**src/core/scs_map.svh**
```systemverilog
`ifndef SCS_MAP_SVH
`define SCS_MAP_SVH
// ****************************************
// command opcodes (low seven bits, bit 7 selects dma)
// ****************************************
`define SCS_DMA_BIT    7
`define SCS_OP_NOP     7'h00
`define SCS_OP_DSTOP   7'h04
`define SCS_OP_AFIFO   7'h05
`define SCS_OP_RCVCMD  7'h2B
`define SCS_OP_RESEL   7'h40
`define SCS_OP_SEL     7'h41
`define SCS_OP_SELATN  7'h42
`define SCS_OP_SELSTOP 7'h43
`define SCS_OP_ENSEL   7'h44
// ****************************************
// command block group codes and lengths
// ****************************************
`define SCS_GRP_LSB    5
`define SCS_GRP0       3'h0
`define SCS_GRP1       3'h1
`define SCS_GRP2       3'h2
`define SCS_GRP5       3'h5
`define SCS_LEN_G0     8'h06
`define SCS_LEN_G12    8'h0A
`define SCS_LEN_G5     8'h0C
`define SCS_LEN_UNK    8'h05
// ****************************************
// bus phases {msg, c/d, i/o}, fifo levels
// ****************************************
`define SCS_PH_CMD     3'h2
`define SCS_PH_MSGOUT  3'h6
`define SCS_FIFO_FULL  5'h10
`define SCS_FIFO_PAIR  5'h02
`define SCS_FIFO_NONE  5'h00
`define SCS_PIN_RST    4'h8
// ****************************************
// interrupt status bit positions
// ****************************************
`define SCS_INT_SUCC   0
`define SCS_INT_SERV   1
`define SCS_INT_INV    2
`define SCS_INT_DISC   3
`endif

```
**src/core/scs_pkg.sv**
```systemverilog
package scs_pkg;
  // sequencer states, one-hot
  typedef enum logic [7:0] {
    S_IDLE  = 8'h01,
    S_RCV   = 8'h02,
    S_DSTOP = 8'h04,
    S_AFIFO = 8'h08,
    S_ARB   = 8'h10,
    S_SEL   = 8'h20,
    S_MSG   = 8'h40,
    S_CMD   = 8'h80
  } scs_state_t;
endpackage : scs_pkg

```
**src/core/scs_sequencer.sv**
```systemverilog
`timescale 1ns/1ps
`default_nettype none
`include "scs_map.svh"
// Function
// - receive-command-steps collects command bytes, length from first byte
// - unknown group loads start count with five, clears group valid
// - known group loads matching length and sets group valid
// - atn during receive sets service request and clears command
// - parity error ends receive early and clears command
// - dma stop runs at once, drops queued command with illegal-op error
// - when stop conditions hold, halt and raise dma request
// - dma stop resets dma request, finishes per sync/async, send/receive
// - access fifo after abort lets dma read leftovers, normal mode only
// - pair drain on: request while two or more bytes remain
// - pair drain off: request while fifo not empty
// - idle commands while connected are rejected as invalid, command cleared
// - reselect arbitrates, sends identify, ends on timeout, clears step state
// - select without atn sends cdb, ends early on phase faults
// - select with atn sends one message byte then cdb
// - select with atn and stop sends one byte, halts with atn held
// - atn held until transfer counter reaches zero after next command
// - disconnect disables selection response; enable command re-arms it
module scs_sequencer
  import scs_pkg::*;
(
  input  wire logic       clock,
  input  wire logic       resetn,
  input  wire logic       cmd_wr,
  input  wire logic [7:0] cmd_code,
  input  wire logic       int_clear,
  input  wire logic       status_clear,
  input  wire logic       scsi_atn_n,
  input  wire logic [2:0] scsi_phase,
  input  wire logic       target_mode,
  input  wire logic       connected,
  input  wire logic       bus_free,
  input  wire logic       normal_dma_mode,
  input  wire logic       pair_drain_mode,
  input  wire logic       rx_byte_valid,
  input  wire logic [7:0] rx_byte,
  input  wire logic       parity_err,
  input  wire logic       arb_won,
  input  wire logic       sel_timeout,
  input  wire logic       sel_done,
  input  wire logic       tx_byte_done,
  input  wire logic       xfer_done,
  input  wire logic       dma_xfer_active,
  input  wire logic       dma_xfer_send,
  input  wire logic       dma_xfer_sync,
  input  wire logic       dma_abort_seen,
  input  wire logic [4:0] fifo_count_field,
  input  wire logic       count_zero_flag,
  input  wire logic       sync_offset_max,
  input  wire logic       acks_outstanding_zero,
  output logic [7:0]      command_reg,
  output logic [7:0]      start_count_reg,
  output logic            group_code_valid,
  output logic            illegal_op_error,
  output logic [3:0]      interrupt_status_reg,
  output logic            dma_request,
  output logic            dma_if_reset,
  output logic            halted,
  output logic            arb_request,
  output logic            atn_out,
  output logic            xfer_go,
  output logic            selresel_enable,
  output logic            rx_to_dma,
  output logic [2:0]      sequence_state_reg
);

  // ****************************************
  // pin synchronisers
  // ****************************************
  localparam logic [3:0] PIN_RST = `SCS_PIN_RST;
  logic [3:0] sync_a_reg;
  logic [3:0] sync_b_reg;
  wire  [3:0] pin_in = {scsi_atn_n, scsi_phase};

  // atn and phase come straight off the cable
  for (genvar i = 0; i < 4; i++) begin : g_sync
    always_ff @(posedge clock or negedge resetn) begin
      if (!resetn) begin
        sync_a_reg[i] <= PIN_RST[i];
        sync_b_reg[i] <= PIN_RST[i];
      end else begin
        sync_a_reg[i] <= pin_in[i];
        sync_b_reg[i] <= sync_a_reg[i];
      end
    end
  end

  wire       atn_s   = !sync_b_reg[3];
  wire [2:0] phase_s = sync_b_reg[2:0];
  wire       ph_cmd  = (phase_s == `SCS_PH_CMD);
  wire       ph_mout = (phase_s == `SCS_PH_MSGOUT);

  // ****************************************
  // state and queue registers
  // ****************************************
  scs_state_t state_reg, state_next;
  logic       pend_v_reg, pend_v_next;
  logic [7:0] pend_code_reg, pend_code_next;
  logic       abort_reg, abort_next;
  logic [7:0] rcnt_reg, rcnt_next;
  logic       hold_reg, hold_next;
  logic       armed_reg, armed_next;
  logic [7:0] command_next, start_next;
  logic       gcv_next, ioe_next, dma_request_next, difr_next, halt_next;
  logic       arb_next, atn_next, go_next, sre_next, rxd_next;
  logic [3:0] int_next, int_set;
  logic [2:0] seq_next;
  logic       ioe_set;

  // ****************************************
  // command decode
  // ****************************************
  wire        dstop_wr = cmd_wr && (cmd_code[6:0] == `SCS_OP_DSTOP);
  wire        new_wr   = cmd_wr && !dstop_wr;
  wire        launch   = (state_reg == S_IDLE) && (pend_v_reg || new_wr);
  wire [7:0]  l_code   = pend_v_reg ? pend_code_reg : cmd_code;
  wire [6:0]  l_op     = l_code[6:0];
  wire        l_rcv    = (l_op == `SCS_OP_RCVCMD);
  wire        l_afifo  = (l_op == `SCS_OP_AFIFO);
  wire        l_resel  = (l_op == `SCS_OP_RESEL);
  wire        l_ensel  = (l_op == `SCS_OP_ENSEL);
  wire        l_idle   = (l_op >= `SCS_OP_RESEL) && (l_op <= `SCS_OP_ENSEL);
  wire        l_selany = l_idle && !l_ensel;
  wire [6:0]  c_op     = command_reg[6:0];
  wire        c_resel  = (c_op == `SCS_OP_RESEL);
  wire        c_sel    = (c_op == `SCS_OP_SEL);
  wire        c_stop   = (c_op == `SCS_OP_SELSTOP);
  wire        c_atn    = (c_op == `SCS_OP_SELATN) || c_stop;

  // first command byte decides the block length
  wire [2:0]  grp     = rx_byte[`SCS_GRP_LSB +: 3];
  wire        grp_ok  = (grp == `SCS_GRP0) || (grp == `SCS_GRP1) ||
                        (grp == `SCS_GRP2) || (grp == `SCS_GRP5);
  wire [7:0]  len_w   = (grp == `SCS_GRP0) ? `SCS_LEN_G0 :
                        (grp == `SCS_GRP5) ? `SCS_LEN_G5 :
                        grp_ok ? `SCS_LEN_G12 : `SCS_LEN_UNK;
  wire [7:0]  rcnt_p1 = rcnt_reg + 8'h01;
  wire [7:0]  rlen    = (rcnt_reg == 8'h00) ? len_w : start_count_reg;

  // stop readiness per transfer flavour
  wire fifo_full  = (fifo_count_field == `SCS_FIFO_FULL);
  wire fifo_empty = (fifo_count_field == `SCS_FIFO_NONE);
  wire stop_ready = dma_xfer_send ? fifo_empty :
                    dma_xfer_sync ? (count_zero_flag || sync_offset_max) :
                    (fifo_full || count_zero_flag);
  wire dstop_fin  = !dma_xfer_sync ||
                    (dma_xfer_send ? count_zero_flag : acks_outstanding_zero);
  wire afifo_want = pair_drain_mode ? (fifo_count_field >= `SCS_FIFO_PAIR)
                                    : !fifo_empty;

  // ****************************************
  // next-state logic
  // ****************************************
  always_comb begin
    state_next     = state_reg;
    pend_v_next    = pend_v_reg;
    pend_code_next = pend_code_reg;
    abort_next     = abort_reg || dma_abort_seen;
    rcnt_next      = rcnt_reg;
    hold_next      = hold_reg;
    armed_next     = armed_reg;
    command_next   = command_reg;
    start_next     = start_count_reg;
    gcv_next       = group_code_valid;
    arb_next       = arb_request;
    atn_next       = atn_out;
    go_next        = xfer_go;
    sre_next       = selresel_enable;
    rxd_next       = rx_to_dma;
    seq_next       = sequence_state_reg;
    dma_request_next      = dma_request;
    halt_next      = halted;
    difr_next      = 1'b0;
    int_set        = 4'h0;
    ioe_set        = 1'b0;
    // one-deep queue; a command waits while a sequence runs
    if (launch && pend_v_reg) begin
      pend_v_next = 1'b0;
    end
    if (new_wr && ((state_reg != S_IDLE) || pend_v_reg)) begin
      pend_v_next    = 1'b1;
      pend_code_next = cmd_code;
    end
    // atn kept after select-and-stop until the counter drains
    if (hold_reg && cmd_wr) begin
      armed_next = 1'b1;
    end
    if (hold_reg && armed_reg && count_zero_flag) begin
      hold_next  = 1'b0;
      armed_next = 1'b0;
      atn_next   = 1'b0;
    end
    unique case (state_reg)
      S_IDLE: begin
        dma_request_next = dma_xfer_active && stop_ready;
        halt_next = dma_xfer_active && stop_ready;
        if (launch) begin
          command_next = l_code;
          if (l_idle && connected) begin
            int_set[`SCS_INT_INV] = 1'b1;
            command_next          = 8'h00;
          end else if (l_rcv) begin
            if (target_mode && connected) begin
              state_next = S_RCV;
              rcnt_next  = 8'h00;
            end else begin
              int_set[`SCS_INT_INV] = 1'b1;
              command_next          = 8'h00;
            end
          end else if (l_afifo) begin
            if (abort_reg && normal_dma_mode) begin
              state_next = S_AFIFO;
            end else begin
              int_set[`SCS_INT_INV] = 1'b1;
              command_next          = 8'h00;
            end
          end else if (l_ensel) begin
            sre_next = 1'b1;
            rxd_next = l_code[`SCS_DMA_BIT];
          end else if (l_selany) begin
            state_next = S_ARB;
            arb_next   = 1'b1;
            if (l_resel) begin
              seq_next = 3'h0;
            end
          end
        end
      end
      S_RCV: begin
        if (atn_s) begin
          int_set[`SCS_INT_SERV] = 1'b1;
          command_next           = 8'h00;
          state_next             = S_IDLE;
        end else if (parity_err) begin
          command_next = 8'h00;
          abort_next   = 1'b1;
          state_next   = S_IDLE;
        end else if (rx_byte_valid && ph_cmd) begin
          rcnt_next = rcnt_p1;
          if (rcnt_reg == 8'h00) begin
            start_next = len_w;
            gcv_next   = grp_ok;
          end
          if (rcnt_p1 == rlen) begin
            int_set[`SCS_INT_SUCC] = 1'b1;
            state_next             = S_IDLE;
          end
        end
      end
      S_DSTOP: begin
        if (dstop_fin) begin
          int_set[`SCS_INT_SUCC] = 1'b1;
          state_next             = S_IDLE;
        end
      end
      S_AFIFO: begin
        dma_request_next = afifo_want;
        if (!afifo_want) begin
          abort_next = dma_abort_seen; // a fresh abort outlives the drain
          state_next = S_IDLE;
        end
      end
      S_ARB: begin
        if (sel_timeout) begin
          int_set[`SCS_INT_DISC] = 1'b1;
          arb_next               = 1'b0;
          state_next             = S_IDLE;
        end else if (arb_won) begin
          arb_next   = 1'b0;
          atn_next   = c_atn;
          seq_next   = sequence_state_reg + 3'h1;
          state_next = S_SEL;
        end
      end
      S_SEL: begin
        if (sel_timeout) begin
          int_set[`SCS_INT_DISC] = 1'b1;
          atn_next               = 1'b0;
          state_next             = S_IDLE;
        end else if (sel_done) begin
          seq_next = sequence_state_reg + 3'h1;
          if (c_resel || (c_atn && ph_mout)) begin
            state_next = S_MSG;
          end else if (c_sel && ph_cmd) begin
            state_next = S_CMD;
          end else begin
            int_set[`SCS_INT_SERV] = 1'b1;
            atn_next               = 1'b0;
            state_next             = S_IDLE;
          end
        end
      end
      S_MSG: begin
        go_next = 1'b1;
        if (!c_resel && !ph_mout) begin
          int_set[`SCS_INT_SERV] = 1'b1;
          go_next                = 1'b0;
          atn_next               = 1'b0;
          state_next             = S_IDLE;
        end else if (tx_byte_done) begin
          go_next  = 1'b0;
          seq_next = sequence_state_reg + 3'h1;
          if (c_resel || c_stop) begin
            int_set[`SCS_INT_SUCC] = 1'b1;
            hold_next              = c_stop;
            state_next             = S_IDLE;
          end else begin
            atn_next   = 1'b0;
            state_next = S_CMD;
          end
        end
      end
      S_CMD: begin
        if (ph_cmd) begin
          go_next = 1'b1;
          if (xfer_done) begin
            int_set[`SCS_INT_SUCC] = 1'b1;
            int_set[`SCS_INT_SERV] = !c_sel;
            go_next                = 1'b0;
            state_next             = S_IDLE;
          end
        end else if (xfer_go || !ph_mout) begin
          int_set[`SCS_INT_SERV] = 1'b1;
          go_next                = 1'b0;
          state_next             = S_IDLE;
        end
      end
    endcase
    // dma stop bypasses the queue in every state and is never stored
    if (dstop_wr) begin
      ioe_set     = pend_v_reg;
      pend_v_next = 1'b0;
      if ((state_reg == S_IDLE) && dma_xfer_active) begin
        state_next = S_DSTOP;
        dma_request_next  = 1'b0;
        halt_next  = 1'b0;
        difr_next  = 1'b1;
      end
    end
    // a disconnect turns the selection response off and drops atn
    if (bus_free) begin
      sre_next   = l_ensel && launch && !connected;
      atn_next   = 1'b0;
      hold_next  = 1'b0;
      armed_next = 1'b0;
    end
    // event bits are sticky; a set in the clearing cycle survives
    int_next = (interrupt_status_reg & ~{4{int_clear}}) | int_set;
    ioe_next = (illegal_op_error && !status_clear) || ioe_set;
  end

  // ****************************************
  // registers
  // ****************************************
  always_ff @(posedge clock or negedge resetn) begin
    if (!resetn) begin
      state_reg     <= S_IDLE;
      pend_v_reg    <= 1'b0;
      pend_code_reg <= 8'h00;
      abort_reg     <= 1'b0;
      rcnt_reg      <= 8'h00;
      hold_reg      <= 1'b0;
      armed_reg     <= 1'b0;
    end else begin
      state_reg     <= state_next;
      pend_v_reg    <= pend_v_next;
      pend_code_reg <= pend_code_next;
      abort_reg     <= abort_next;
      rcnt_reg      <= rcnt_next;
      hold_reg      <= hold_next;
      armed_reg     <= armed_next;
    end
  end

  // every output is a flop
  always_ff @(posedge clock or negedge resetn) begin
    if (!resetn) begin
      command_reg          <= 8'h00;
      start_count_reg      <= 8'h00;
      group_code_valid     <= 1'b0;
      illegal_op_error     <= 1'b0;
      interrupt_status_reg <= 4'h0;
      dma_request          <= 1'b0;
      dma_if_reset         <= 1'b0;
      halted               <= 1'b0;
      arb_request          <= 1'b0;
      atn_out              <= 1'b0;
      xfer_go              <= 1'b0;
      selresel_enable      <= 1'b0;
      rx_to_dma            <= 1'b0;
      sequence_state_reg   <= 3'h0;
    end else begin
      command_reg          <= command_next;
      start_count_reg      <= start_next;
      group_code_valid     <= gcv_next;
      illegal_op_error     <= ioe_next;
      interrupt_status_reg <= int_next;
      dma_request          <= dma_request_next;
      dma_if_reset         <= difr_next;
      halted               <= halt_next;
      arb_request          <= arb_next;
      atn_out              <= atn_next;
      xfer_go              <= go_next;
      selresel_enable      <= sre_next;
      rx_to_dma            <= rxd_next;
      sequence_state_reg   <= seq_next;
    end
  end

  wire first_byte = (state_reg == S_RCV) && !atn_s && !parity_err &&
                    rx_byte_valid && ph_cmd && (rcnt_reg == 8'h00);
endmodule : scs_sequencer
`default_nettype wire

```
**config.mk**
```make
export PLATFORM = sky130hd
export DESIGN_NAME = scs_sequencer
export DESIGN_NICKNAME = d
export VERILOG_FILES = /design/src/core/scs_pkg.sv /design/src/core/scs_sequencer.sv
export VERILOG_INCLUDE_DIRS = /design/src /design/src/core
export SDC_FILE = /design/constraint.sdc
export NUM_CORES = 1
export LEC_CHECK = 0
export ABC_AREA = 0
export BUFFER_PORTS_ARGS = -buffer_cell sky130_fd_sc_hd__buf_2
export CAP_MARGIN = 20
export CORE_MARGIN = 5
export CORE_UTILIZATION = 47
export CTS_CLUSTER_DIAMETER = 150
export DETAILED_ROUTE_END_ITERATION = 7
export MAX_ROUTING_LAYER = met4
export PLACE_DENSITY = 0.74
export SETUP_SLACK_MARGIN = 0.5
export SYNTH_ARGS = -nofsm -noshare
export SYNTH_HDL_FRONTEND = slang
export SYNTH_SLANG_ARGS = --single-unit
```
**constraint.sdc**
```tcl
create_clock -name clock -period 3.1 [get_ports clock]
set_input_delay 0.155 -clock clock [delete_from_list [all_inputs] [get_ports clock]]
set_output_delay 0.155 -clock clock [all_outputs]
set_load 0.005 [all_outputs]
```
==> run_results.csv <==
group,metric,value,unit
logic_synthesis,syn_area,4100,sq um
logic_synthesis,yosysUniqueCellTypes,75,
logic_synthesis,yosys.area_share.xor_xnor,2.13,%
logic_synthesis,synth_top_family_by_area,"simple AND/OR/NAND/NOR gates",
route,detail_route.vias_per_cell,6.01,
logic_synthesis,synthCells,451,
logic_synthesis,avgSynthCellArea,9.10,sq um
status,outcome,"completed",
logic_synthesis,synth_area_leaders,"dfrtp_1 (40%), nand2_1 (4.3%), a21oi_1 (3.7%)",
logic_synthesis,yosys_most_used_dff,"dfrtp_1",
logic_synthesis,synth_fa_ha_area_share,0.915,%
critical_path,critPathTopFamily,"simple AND/OR/NAND/NOR gates",
cts,clk_path_buf_depth,2,
global_route,grt_max_degree,70,
logic_synthesis,ys_ff_latch,69,
critical_path,crit_path_start_kind,"flip-flop",
timing,setup_viol,0,
route,drtPass1Iterations,4,
hold_path,hold_path.class,"in -> async",
cells_and_area,drive_above_1_share,26.4,%
global_route,grt_use_total,22.6,%
critical_path,critical_path_class,"reg -> reg",
logic_synthesis,seq_area_frac_synth,42.2,%
cells_and_area,synthToLayoutAreaGrowth,20.3,%
place,io_buffer_count,76,
logic_synthesis,synth_top_area_share,40.3,%
timing,finalMaxSlewViolations,0,
timing,rsz0062_at_grt,"false",
critical_path,cp-end-kind,"flip-flop",
timing,finClkSkew,9.30,ps
pwr,leakage,2.25,nW
floorplanning,dieWidth,103,microns
global_route,grt_pass1_wl,18200,microns
floorplanning,initial_core_util,47.7,%
route,ant_nets,0,
place,place.detailed.hpwl,8370,microns
logic_synthesis,yosys.area.top_type,"dfrtp_1",
critical_path,cpMostUsedCell,"and3_1",
run,maxCapViolCount,0,
floorplanning,die_y,103,microns
route,route.vias.total,3933,
timing,hold_violations,0,
critical_path,worst-path-buf-inv,1,
cells_and_area,num-nets-final,593,
global_route,grt_use_met3,4.69,%
cts,root_buffer,"clkbuf_8",
floorplanning,fp.coreArea,8590,sq um
cells_and_area,final_common_cell,"buf_2",
critical_path,crit_arrival,2710,ps
cts,cts.htree.levels,3,
timing,setup_tns,0,ps
place,placedCellCount,629,
route,drt-initial-drc-count,190,
timing,fmax,0.403,GHz
floorplanning,io_pins,82,
logic_synthesis,yosys.area_share.simple,25.6,%
global_route,gr-usage-met1,30.7,%
cts,clk_latency,340,ps
timing,slew_headroom,42.4,%
logic_synthesis,ys_warn_count,0,
logic_synthesis,synthArstFlopShare,100,%
timing,period_minus_slack,2480,ps
logic_synthesis,synth_edf_count,0,
critical_path,cpPeakStageDelay,390,ps
logic_synthesis,synth_mux_area_share,6.53,%
global_route,antenna_found_initial,0,
cells_and_area,most-common-layout-cells,"buf_2 (76), dfrtp_1 (65), nand2_1 (46), nor2_1 (34), a21oi_1 (30)",
critical_path,cp_slowest_cell,"dfrtp_1",
global_route,busiest_layer,"met2",
cts,cts_tree,"done",
route,wire_per_inst,17.2,microns
critical_path,crit_required,3330,ps
cts,cts_buffers,9,
global_route,grt_overflow,0,
cts,clock-sinks,69,
cells_and_area,antenna_cells,0,
global_route,grt_use_met2,32.9,%
logic_synthesis,synth_compound_area_share,19.7,%
timing,tightest_slew,863,ps
place,place.gp.congestion,0.933,
timing,min_period_over_period,80.1,%
critical_path,cp_cell_sequence,"buf_4 -> ha_1 -> and3_1 -> and3_1 -> xnor2_1 -> a31oi_1 -> nor4_4 -> nor2_2 -> o32a_1",
floorplanning,die-area,10700,sq um
logic_synthesis,synth_nets,503,
global_route,grt_pass1_vias,3758,
floorplanning,rows,34,
pwr,p_per_area,534,nW/um^2
route,drc,0,
timing,holdWs,3.29,ps
critical_path,worstPathMaxFanout,5,
cts,clkSlewWorstSetupHoldPaths,70,ps
pwr,ir_worst_vdd,0.405,mV
route,routed_wl,11300,microns
critical_path,rrSetupSlack,620,ps
cells_and_area,fin_cells,654,
[repair_timing]
| item | in CTS | in global routing |
|---|---|---|
| setup buffers | 2 | 1 |
| pin swaps | 1 | 6 |
| hold buffers | 5 | 0 |
| endpoints found under the setup margin | 1 | 25 |
| cloned | 0 | 1 |
| hold endpoints to repair | 5 | 0 |
| gates resized for setup | 2 | 13 |
[logic make-up after synthesis]
| family | after synthesis |
|---|---|
| muxes | 25 |
| DFF | 69 |
| and+or+nand+nor | 191 |
| AOI/OAI and AO/OA | 124 |
| buffers and inverters | 29 |
| xor gates and xnor gates | 10 |
| adders and majority gates | 3 |
[report_power, final]
part | internal, mW | switching (mW) | total [mW]
Clock | 0.388 | 0.340 | 0.728
Combinational | 0.350 | 0.419 | 0.769
Sequential | 1.00 | 0.131 | 1.14
Total | 1.74 | 0.890 | 2.63
[per-stage QoR]
step | util [%] | total power, mW | setup slack [ps] | instance area (sq um)
after floorplan | - | 1.57 | 523 | 4100
final | 57.4 | 2.63 | 616 | 4930
after CTS | 56.8 | 2.59 | 500 | 4880
after detailed placement | 53.7 | 1.85 | 372 | 4620
after global placement | 53.7 | 1.83 | 393 | 4620
after global routing | 57.4 | 2.80 | 504 | 4930
[final cells by class]
cell class / instances / area, sq um
clock inverters: 5 / 50.0
inverters: 14 / 52.6
repair buffers: 93 / 520
fillers: 798 / 3660
clock buffers: 11 / 141
well taps: 108 / 135
multi-input cells: 354 / 2300
flip-flops and latches: 69 / 1730
[Yosys cell counts, types with 3 or more instances]
library cell / number
a211oi_1: 4
a21oi_1: 30
a311oi_1: 3
a31oi_1: 10
and2_1: 5
and3_1: 10
buf_2: 4
clkbuf_1: 9
dfrtp_1: 66
dfstp_2: 3
ha_1: 3
inv_1: 14
mux2_2: 12
mux2i_1: 11
nand2_1: 47
nand2b_1: 15
nand3_1: 15
nor2_1: 37
nor2b_1: 5
nor3_1: 8
nor3b_1: 5
nor4_1: 5
nor4b_1: 4
o2111ai_1: 3
o211ai_1: 5
o21ai_0: 28
o21ai_1: 10
or2_2: 4
or3_1: 7
xnor2_1: 8
[final timing paths]
path                               start                       to  cells after the start
min reg2reg                sync_a_reg[0]               phase_s[0]                      0
min in group clock             int_clear  interrupt_status_reg[3]                      2
max in group asynchronous         resetn               pend_v_reg                      2
max reg2reg                  rcnt_reg[0]             state_reg[5]                      9
max                          rcnt_reg[0]             state_reg[5]                      9
min                               resetn         pend_code_reg[3]                      2
[metal layers]
metal | up-vias | routed length (microns)
met5 | - | 0
li1 | 1857 | -
met2 | 166 | 5080
met3 | 34 | 819
met1 | 1876 | 5010
met4 | 0 | 344
Note: power is estimated with default switching activity, not from simulation.
